[src/hdl/mam_pkg.sv]
// Shared constants, types and helpers of the monitor alert mask logic.
package mam_pkg;

  // ----------------------------------------------------------------
  // Register layout
  // ----------------------------------------------------------------
  localparam int MAM_W = 16;
  localparam int BIT_SHUNT_OVER = 15;
  localparam int BIT_SHUNT_UNDER = 14;
  localparam int BIT_BUS_OVER = 13;
  localparam int BIT_BUS_UNDER = 12;
  localparam int BIT_POWER_OVER = 11;
  localparam int BIT_READY_PIN = 10;
  localparam int BIT_STORAGE_FAULT = 5;
  localparam int BIT_LIMIT_HIT = 4;
  localparam int BIT_RESULT_READY = 3;
  localparam int BIT_MATH_OVF = 2;
  localparam int BIT_POLARITY = 1;
  localparam int BIT_LATCH = 0;
  localparam logic [15:0] MASK_RESET = 16'h0000;
  localparam logic PIN_IDLE_LEVEL = 1'h0;

  // ----------------------------------------------------------------
  // Types
  // ----------------------------------------------------------------
  // Which single limit comparison watches the alert pin.
  typedef enum logic [2:0]
  {
    MAM_SEL_NONE,
    MAM_SEL_SHUNT_OVER,
    MAM_SEL_SHUNT_UNDER,
    MAM_SEL_BUS_OVER,
    MAM_SEL_BUS_UNDER,
    MAM_SEL_POWER_OVER
  } mam_sel_t;

  // Last completed results handed over by the measurement datapath.
  typedef struct packed
  {
    logic [15:0] shunt;
    logic [15:0] bus;
    logic [15:0] power;
  } mam_results_t;

  // ----------------------------------------------------------------
  // Helpers
  // ----------------------------------------------------------------
  // The highest enabled limit bit wins; lower ones are refused.
  function automatic mam_sel_t mam_first_sel(input logic [15:0] v);
    mam_sel_t s;
    s = MAM_SEL_NONE;
    if (v[BIT_SHUNT_OVER])
      s = MAM_SEL_SHUNT_OVER;
    else if (v[BIT_SHUNT_UNDER])
      s = MAM_SEL_SHUNT_UNDER;
    else if (v[BIT_BUS_OVER])
      s = MAM_SEL_BUS_OVER;
    else if (v[BIT_BUS_UNDER])
      s = MAM_SEL_BUS_UNDER;
    else if (v[BIT_POWER_OVER])
      s = MAM_SEL_POWER_OVER;
    return s;
  endfunction

  // Strict above-threshold test, signed for shunt, unsigned otherwise.
  function automatic logic mam_above(input logic [15:0] a, input logic [15:0] b, input logic is_signed);
    logic r;
    r = is_signed ? ($signed(a) > $signed(b)) : (a > b);
    return r;
  endfunction

endpackage

[src/hdl/mam_limit_cmp.sv]
// Limit comparator of the monitor alert mask logic.
`timescale 1ns/1ps
`default_nettype none

module mam_limit_cmp
#(
  parameter int W = mam_pkg::MAM_W
)
(
  // Selection and operands.
  input wire mam_pkg::mam_sel_t i_sel,
  input wire mam_pkg::mam_results_t i_res,
  input wire logic [W-1:0] i_limit,
  // Comparison outcome.
  output logic o_hit
);

  // ----------------------------------------------------------------
  // Comparison
  // ----------------------------------------------------------------
  // Only the selected comparison is ever computed onto the output.
  always_comb
  begin
    o_hit = 1'b0;
    case (i_sel)
      mam_pkg::MAM_SEL_SHUNT_OVER: o_hit = mam_pkg::mam_above(i_res.shunt, i_limit, 1'b1);
      mam_pkg::MAM_SEL_SHUNT_UNDER: o_hit = mam_pkg::mam_above(i_limit, i_res.shunt, 1'b1);
      mam_pkg::MAM_SEL_BUS_OVER: o_hit = mam_pkg::mam_above(i_res.bus, i_limit, 1'b0);
      mam_pkg::MAM_SEL_BUS_UNDER: o_hit = mam_pkg::mam_above(i_limit, i_res.bus, 1'b0);
      mam_pkg::MAM_SEL_POWER_OVER: o_hit = mam_pkg::mam_above(i_res.power, i_limit, 1'b0);
      default: o_hit = 1'b0;
    endcase
  end

endmodule
`default_nettype wire

[src/hdl/mam_alert.sv]
// Alert, mask/enable register and status flags of the monitor.
//
// What this block does
// - Shunt over-limit enable alerts on high shunt.
// - Shunt under-limit refused while shunt over set.
// - Bus over-limit alerts; blocked by shunt enables.
// - Bus under-limit alerts; blocked by higher enables.
// - Power over-limit alerts; blocked by all others.
// - Ready-to-pin enable puts ready flag on pin.
// - One limit comparison, ready flag may combine.
// - Limit hit flag marks limit-caused alerts.
// - Latched mode: register read clears hit flag.
// - Transparent: next clean conversion clears hit flag.
// - Ready flag set when whole cycle completes.
// - Config write (not power-down) or register read clears ready.
// - Results stay readable whatever ready flag shows.
// - Arithmetic overflow sets the math overflow flag.
// - Polarity: open-drain low or active-high drive.
// - Transparent: pin and flag idle once clean.
// - Latched: pin and flag hold until read.
`timescale 1ns/1ps
`default_nettype none

module mam_alert
#(
  parameter int W = mam_pkg::MAM_W
)
(
  // Clock and reset.
  input wire logic i_clk,
  input wire logic i_arst_n,
  // Mask/enable register port.
  input wire logic i_reg_wr,
  input wire logic [15:0] i_reg_wdata,
  input wire logic i_reg_rd,
  output logic [15:0] o_reg_rdata,
  // Configuration register write notice.
  input wire logic i_cfg_wr,
  input wire logic i_cfg_pdown,
  // Measurement datapath.
  input wire logic i_conv_done,
  input wire mam_pkg::mam_results_t i_res,
  input wire logic [W-1:0] i_limit,
  input wire logic i_math_ovf,
  input wire logic i_mem_err,
  // Alert pin.
  output logic o_alert_o,
  output logic o_alert_oe
);

  // ----------------------------------------------------------------
  // Control fields
  // ----------------------------------------------------------------
  mam_pkg::mam_sel_t limit_sel;
  logic ready_to_pin_en;
  logic pin_polarity_sel;
  logic pin_latch_sel;
  logic limit_hit_flag;
  logic result_ready_flag;
  logic math_overflow_flag;
  logic storage_fault_flag;
  logic cmp_hit;
  logic alert_active;
  logic [15:0] next_rdata;

  // A write keeps only the highest-ranked limit enable it carries.
  always_ff @(posedge i_clk or negedge i_arst_n)
  begin
    if (!i_arst_n)
    begin
      limit_sel <= mam_pkg::MAM_SEL_NONE;
      ready_to_pin_en <= mam_pkg::MASK_RESET[mam_pkg::BIT_READY_PIN];
      pin_polarity_sel <= mam_pkg::MASK_RESET[mam_pkg::BIT_POLARITY];
      pin_latch_sel <= mam_pkg::MASK_RESET[mam_pkg::BIT_LATCH];
    end
    else if (i_reg_wr)
    begin
      limit_sel <= mam_pkg::mam_first_sel(i_reg_wdata);
      ready_to_pin_en <= i_reg_wdata[mam_pkg::BIT_READY_PIN];
      pin_polarity_sel <= i_reg_wdata[mam_pkg::BIT_POLARITY];
      pin_latch_sel <= i_reg_wdata[mam_pkg::BIT_LATCH];
    end
  end

  // ----------------------------------------------------------------
  // Limit comparison
  // ----------------------------------------------------------------
  // The results are sampled only on completion; they are never gated
  // by the ready flag, so software may read them at any time.
  mam_limit_cmp
  #(
    .W(W)
  )
  u_cmp
  (
    .i_sel(limit_sel),
    .i_res(i_res),
    .i_limit(i_limit),
    .o_hit(cmp_hit)
  );

  // Latched mode holds the flag until a read; a hit in the same
  // cycle as the read wins, so no event is lost.
  always_ff @(posedge i_clk or negedge i_arst_n)
  begin
    if (!i_arst_n)
      limit_hit_flag <= mam_pkg::MASK_RESET[mam_pkg::BIT_LIMIT_HIT];
    else if (i_conv_done && cmp_hit)
      limit_hit_flag <= 1'b1;
    else if (pin_latch_sel && i_reg_rd)
      limit_hit_flag <= 1'b0;
    else if (!pin_latch_sel && i_conv_done)
      limit_hit_flag <= 1'b0;
  end

  // ----------------------------------------------------------------
  // Status flags
  // ----------------------------------------------------------------
  // Completion sets ready; a clear in the same cycle loses to it.
  always_ff @(posedge i_clk or negedge i_arst_n)
  begin
    if (!i_arst_n)
      result_ready_flag <= mam_pkg::MASK_RESET[mam_pkg::BIT_RESULT_READY];
    else if (i_conv_done)
      result_ready_flag <= 1'b1;
    else if (i_reg_rd || (i_cfg_wr && !i_cfg_pdown))
      result_ready_flag <= 1'b0;
  end

  // Overflow describes the latest result set, so it is refreshed with it.
  always_ff @(posedge i_clk or negedge i_arst_n)
  begin
    if (!i_arst_n)
      math_overflow_flag <= mam_pkg::MASK_RESET[mam_pkg::BIT_MATH_OVF];
    else if (i_conv_done)
      math_overflow_flag <= i_math_ovf;
  end

  // Storage fault is a read-only mirror of the memory checker.
  always_ff @(posedge i_clk or negedge i_arst_n)
  begin
    if (!i_arst_n)
      storage_fault_flag <= mam_pkg::MASK_RESET[mam_pkg::BIT_STORAGE_FAULT];
    else
      storage_fault_flag <= i_mem_err;
  end

  // ----------------------------------------------------------------
  // Alert pin
  // ----------------------------------------------------------------
  // The limit flag and the optional ready indication share the pin.
  assign alert_active = limit_hit_flag || (ready_to_pin_en && result_ready_flag);

  // Normal polarity only pulls low, leaving the high level to the
  // external pull-up; inverted polarity drives both levels.
  always_ff @(posedge i_clk or negedge i_arst_n)
  begin
    if (!i_arst_n)
    begin
      o_alert_o <= mam_pkg::PIN_IDLE_LEVEL;
      o_alert_oe <= 1'b0;
    end
    else if (pin_polarity_sel)
    begin
      o_alert_o <= alert_active;
      o_alert_oe <= 1'b1;
    end
    else
    begin
      o_alert_o <= mam_pkg::PIN_IDLE_LEVEL;
      o_alert_oe <= alert_active;
    end
  end

  // ----------------------------------------------------------------
  // Read data
  // ----------------------------------------------------------------
  // Reserved bits read as zero.
  always_comb
  begin
    next_rdata = 16'h0000;
    next_rdata[mam_pkg::BIT_SHUNT_OVER] = (limit_sel == mam_pkg::MAM_SEL_SHUNT_OVER);
    next_rdata[mam_pkg::BIT_SHUNT_UNDER] = (limit_sel == mam_pkg::MAM_SEL_SHUNT_UNDER);
    next_rdata[mam_pkg::BIT_BUS_OVER] = (limit_sel == mam_pkg::MAM_SEL_BUS_OVER);
    next_rdata[mam_pkg::BIT_BUS_UNDER] = (limit_sel == mam_pkg::MAM_SEL_BUS_UNDER);
    next_rdata[mam_pkg::BIT_POWER_OVER] = (limit_sel == mam_pkg::MAM_SEL_POWER_OVER);
    next_rdata[mam_pkg::BIT_READY_PIN] = ready_to_pin_en;
    next_rdata[mam_pkg::BIT_STORAGE_FAULT] = storage_fault_flag;
    next_rdata[mam_pkg::BIT_LIMIT_HIT] = limit_hit_flag;
    next_rdata[mam_pkg::BIT_RESULT_READY] = result_ready_flag;
    next_rdata[mam_pkg::BIT_MATH_OVF] = math_overflow_flag;
    next_rdata[mam_pkg::BIT_POLARITY] = pin_polarity_sel;
    next_rdata[mam_pkg::BIT_LATCH] = pin_latch_sel;
  end

  // The read value is refreshed every cycle and lags the flags by one.
  always_ff @(posedge i_clk or negedge i_arst_n)
  begin
    if (!i_arst_n)
      o_reg_rdata <= mam_pkg::MASK_RESET;
    else
      o_reg_rdata <= next_rdata;
  end

  // ----------------------------------------------------------------
  // Assertions
  // ----------------------------------------------------------------
  AST_SHUNT_OVER_HIT: assert property (@(posedge i_clk) disable iff (!i_arst_n)
    i_conv_done && (limit_sel == mam_pkg::MAM_SEL_SHUNT_OVER)
      && ($signed(i_res.shunt) > $signed(i_limit)) |=> limit_hit_flag ##1 o_reg_rdata[mam_pkg::BIT_LIMIT_HIT])
    else $error("Shunt over-limit did not raise the hit flag.");

  AST_SHUNT_UNDER_REFUSED: assert property (@(posedge i_clk) disable iff (!i_arst_n)
    i_reg_wr && i_reg_wdata[mam_pkg::BIT_SHUNT_OVER] |=> limit_sel == mam_pkg::MAM_SEL_SHUNT_OVER)
    else $error("Shunt over enable lost to a lower enable.");

  AST_BUS_OVER_BLOCKED: assert property (@(posedge i_clk) disable iff (!i_arst_n)
    i_reg_wr && !i_reg_wdata[mam_pkg::BIT_SHUNT_OVER] && i_reg_wdata[mam_pkg::BIT_SHUNT_UNDER]
      |=> limit_sel == mam_pkg::MAM_SEL_SHUNT_UNDER)
    else $error("Shunt under enable was not kept over bus enables.");

  AST_BUS_UNDER_BLOCKED: assert property (@(posedge i_clk) disable iff (!i_arst_n)
    i_reg_wr && !i_reg_wdata[mam_pkg::BIT_SHUNT_OVER] && !i_reg_wdata[mam_pkg::BIT_SHUNT_UNDER]
      && i_reg_wdata[mam_pkg::BIT_BUS_OVER] |=> limit_sel == mam_pkg::MAM_SEL_BUS_OVER)
    else $error("Bus over enable was not kept over lower enables.");

  AST_POWER_BLOCKED: assert property (@(posedge i_clk) disable iff (!i_arst_n)
    i_reg_wr && !i_reg_wdata[mam_pkg::BIT_SHUNT_OVER] && !i_reg_wdata[mam_pkg::BIT_SHUNT_UNDER]
      && !i_reg_wdata[mam_pkg::BIT_BUS_OVER] && i_reg_wdata[mam_pkg::BIT_BUS_UNDER]
      |=> limit_sel == mam_pkg::MAM_SEL_BUS_UNDER)
    else $error("Bus under enable was not kept over power enable.");

  AST_READY_ON_PIN: assert property (@(posedge i_clk) disable iff (!i_arst_n)
    ready_to_pin_en && result_ready_flag && !pin_polarity_sel |=> o_alert_oe && !o_alert_o)
    else $error("Ready flag did not reach the alert pin.");

  AST_ONE_LIMIT: assert property (@(posedge i_clk) disable iff (!i_arst_n)
    $onehot0(o_reg_rdata[mam_pkg::BIT_SHUNT_OVER:mam_pkg::BIT_POWER_OVER]))
    else $error("More than one limit enable reads back set.");

  AST_LATCH_HOLDS: assert property (@(posedge i_clk) disable iff (!i_arst_n)
    pin_latch_sel && limit_hit_flag && !i_reg_rd |=> limit_hit_flag)
    else $error("Latched hit flag dropped without a read.");

  AST_TRANSPARENT_CLEAR: assert property (@(posedge i_clk) disable iff (!i_arst_n)
    !pin_latch_sel && i_conv_done && !cmp_hit |=> !limit_hit_flag)
    else $error("Transparent hit flag stayed after a clean result.");

  AST_READY_SET: assert property (@(posedge i_clk) disable iff (!i_arst_n)
    i_conv_done |=> result_ready_flag)
    else $error("Completion did not set the ready flag.");

  AST_READY_CLEAR: assert property (@(posedge i_clk) disable iff (!i_arst_n)
    !i_conv_done && (i_reg_rd || (i_cfg_wr && !i_cfg_pdown))
      |=> !result_ready_flag ##1 !o_reg_rdata[mam_pkg::BIT_RESULT_READY])
    else $error("Ready flag survived a clearing access.");

  AST_OVF: assert property (@(posedge i_clk) disable iff (!i_arst_n)
    i_conv_done && i_math_ovf |=> ##1 o_reg_rdata[mam_pkg::BIT_MATH_OVF])
    else $error("Overflow was not reported.");

  AST_PIN_POLARITY: assert property (@(posedge i_clk) disable iff (!i_arst_n)
    pin_polarity_sel && alert_active |=> o_alert_oe && o_alert_o)
    else $error("Inverted polarity did not drive the pin high.");

  COV_LATCHED_READ: cover property (@(posedge i_clk) disable iff (!i_arst_n)
    pin_latch_sel && limit_hit_flag ##1 i_reg_rd ##1 !limit_hit_flag);
  COV_TRANSPARENT_CYCLE: cover property (@(posedge i_clk) disable iff (!i_arst_n)
    !pin_latch_sel && limit_hit_flag ##[1:20] !limit_hit_flag);
  COV_READY_PIN: cover property (@(posedge i_clk) disable iff (!i_arst_n)
    ready_to_pin_en && result_ready_flag && !limit_hit_flag);

endmodule
`default_nettype wire

[config.mk]
export PLATFORM = sky130hd
export DESIGN_NAME = mam_alert
export DESIGN_NICKNAME = d
export VERILOG_FILES = /design/src/hdl/mam_pkg.sv /design/src/hdl/mam_limit_cmp.sv /design/src/hdl/mam_alert.sv
export SDC_FILE = /design/constraint.sdc
export NUM_CORES = 1
export LEC_CHECK = 0
export BUFFER_PORTS_ARGS = -buffer_cell sky130_fd_sc_hd__buf_4
export CORE_MARGIN = 1.5
export CORE_UTILIZATION = 41
export DETAILED_ROUTE_END_ITERATION = 8
export PLACE_DENSITY = 0.77
export SLEW_MARGIN = 0
export SYNTH_ARGS = -nofsm -noshare
export SYNTH_HDL_FRONTEND = slang
export SYNTH_SLANG_ARGS = --single-unit
[constraint.sdc]
create_clock -name i_clk -period 1.4 [get_ports i_clk]
set_clock_uncertainty 0.2 [all_clocks]
set_input_delay 0.28 -clock i_clk [delete_from_list [all_inputs] [get_ports i_clk]]
set_output_delay 0.28 -clock i_clk [all_outputs]
set_load 0.01 [all_outputs]
==> results.toml <==
[global_routing]
grt_pass1_vias = 2010
antenna_found_initial = 0
grt_max_degree = 25
grt_pass1_wl_um = 8340
grt_usage_pct = 19.4
overflow = 0

[clocking]
clock_sinks = 24
cts-root-buf = "clkbuf_8"
clk-insertion-delay-late_ns = 0.26
cts_tree = "built"
htree_levels = 1
cts_buffer_depth = 2
clkTransAtPathRegs_ns = 0.08
numCtsBuffers = 3

[synthesis]
synth.top_cell.area_share_pct = 29.4
synthAdderAreaFrac_pct = 29.4
synth_common_cells = "ha_1 (48), inv_1 (38), dfrtp_1 (24)"
ys_warn_count = 0
synth.most_common_cell = "ha_1"
synth-main-ff-cell = "dfrtp_1"
synth_area_um2 = 2040
ys_ff_latch = 24
synth_mux_area_share_pct = 4.22
synth_edf_count = 0
yosysSeqAreaShare_pct = 29.4
yosys.area_share.simple_pct = 13.2
synth_area_leader_cell = "dfrtp_1"
syn_inst = 223
ys_async_sr_fraction_pct = 100
avgSynthCellArea_um2 = 9.17
synth_top_family_by_area = "adder cells"
yosys.area_share.xor_xnor_pct = 0
synth_compound_area_share_pct = 15.1
ys_types = 37
synth.area.top_cells = "dfrtp_1 (29%), ha_1 (29%), inv_1 (7.0%), a21oi_1 (5.4%), nand4_1 (3.1%)"

[sta]
hold_violations = 0
fin_crit_ns = 1.87
max_freq_mhz = 535
setup_viol = 1
slew_violations = 0
rsz0062_at_grt = "true"
whs_ns = 0.0485
final.setup.worst_slack_ns = -0.470
post-route-period-util_pct = 134

[detailed_routing]
drc = 0
dr_total_vias = 2020
wl_um = 5380
dr.pass1.iters = 4
routed_via_density = 4.89
drt_iter0_drc = 46
postRouteAntennaNets = 0
wl_per_cell_um = 13.0

[floorplan]
die_w_um = 73.6
coreArea_um2 = 4750
ios = 107
die_h_um = 73.6
fp-row-count = 25
start_util_pct = 43.0
dieArea_um2 = 5420

[worst_setup_path]
rr_endpoint = "limit_hit_flag$_DFFE_PN0P_"
startpoint_type = "primary input"
cp-startpoint = "i_limit[13]"
crit_type = "in2reg"
crit_arrival_ns = 1.81
cp-end-kind = "flip-flop"
rrSetupSlack_ns = -0.07
r2r_cells = 3
crit_fanout = 4
cp_data_required_time_ns = 1.35
r2r_start = "limit_sel[0]$_DFFE_PN0P_"

[job]
drv_cap = 0

[cells_and_area]
drive_above_1_share_pct = 43.9
area_delta_synth_final_pct = 58.6
layoutNonFillerInstCount = 413
fin_nets = 484
design_area_um2 = 3240
final_core_util_pct = 68.2
n_antenna_cell = 0

[placement]
io_buffers = 94
placed_cells = 405
dpl.hpwl_um = 4560
place_area_um2 = 2980
finalWeightedCongestion = 0.862

[pwr]
power.leakage_nw = 1.70
ir_worst_vdd_mv = 0.405
cellPowerDensity_nw_per_um2 = 642

[worst_hold_path]
worst_hold_startpoint = "i_math_ovf"
hp-class = "in2reg"
hold_end = "math_overflow_flag$_DFFE_PN0P_"
hold_path_depth = 2

[status]
violations = "setup timing"
status = "finished, violations left"
==> flip-flops by register name, indices dropped and copies added, names as in the netlist <==
| register | count |
|---|---|
| limit_hit_flag | 1 |
| limit_sel | 3 |
| math_overflow_flag | 1 |
| o_alert_o | 1 |
| o_alert_oe | 1 |
| o_reg_rdata | 12 |
| pin_latch_sel | 1 |
| pin_polarity_sel | 1 |
| ready_to_pin_en | 1 |
| result_ready_flag | 1 |
| storage_fault_flag | 1 |
==> worst max-delay path, cell delays in order <==
cell     delay (ns)
buf_4          0.10
inv_1          0.05
ha_1           0.29
nand4_1        0.19
or4_1          0.59
a32oi_1        0.21
a31oi_1        0.10
==> cells by family (layout without fill, tap and decap cells) <==
group,Yosys count,count (layout)
compound gates,48,48
fa+ha+maj,48,48
buf+inv,43,163
flops,24,24
mux,8,8
other cells,1,4
simple gates,51,51
==> power breakdown <==
| group | internal (W) | total, W | switching [W] |
|---|---|---|---|
| Combinational | 0.000472 | 0.000830 | 0.000359 |
| Clock | 0.000251 | 0.000456 | 0.000206 |
| Sequential | 0.000760 | 0.000795 | 0.0000352 |
==> metal layers <==
metal	share of wire (%)	vias up	wire length, µm	track usage [%]
met5	0	-	0	0
met4	0.54	0	29	3.70
met1	43	920	2290	24.8
met2	50	62	2710	34.1
met3	6.4	4	346	3.70
li1	-	1034	-	-
==> through the flow <==
stage / worst slack [ns] / total power (W) / TNS [ns]
after floorplan: -0.586 / 0.00116 / -0.586
after global placement: -0.746 / 0.00155 / -0.746
after detailed placement: -0.808 / 0.00157 / -0.808
after CTS: -0.460 / 0.00205 / -0.460
after global routing: -0.603 / 0.00220 / -0.603
final: -0.470 / 0.00208 / -0.470
==> layout by cell type (no fill, tap or decap), drive strengths merged, types with 5 or more instances in the layout <==
| master | count |
|---|---|
| a21oi | 22 |
| buf | 119 |
| dfrtp | 24 |
| ha | 48 |
| inv | 38 |
| mux2 | 5 |
| nand2 | 11 |
| nand4 | 10 |
| nor2 | 10 |
| o21ai | 6 |
==> how the worst max path moves through the flow <==
stage	end	slack [ns]	cells after the start
6_report	limit_hit_flag$_DFFE_PN0P_	-0.47	7
4_1_cts	limit_hit_flag$_DFFE_PN0P_	-0.46	11
5_1_grt	limit_hit_flag$_DFFE_PN0P_	-0.60	9
3_3_place_gp	limit_hit_flag$_DFFE_PN0P_	-0.75	9
2_1_floorplan	limit_hit_flag$_DFFE_PN0P_	-0.59	9
3_5_place_dp	limit_hit_flag$_DFFE_PN0P_	-0.81	8
==> repair_timing <==
item | in CTS | in global routing
endpoints found under the hold margin | 25 | 0
hold buffers | 2 | 0
endpoints found under the setup margin | 1 | 1
buffers inserted | 1 | 1
pin swaps | 5 | 10
resized for setup | 6 | 24
==> layout make-up <==
cell class / instances / area, µm²
Tap cell: 67 / 83.8
Timing Repair Buffer: 121 / 943
Multi-Input combinational cell: 159 / 1410
Clock buffer: 4 / 55.1
Sequential cell: 24 / 601
Inverter: 38 / 150
Fill cell: 373 / 1510
(Power assumes the default switching activity.)
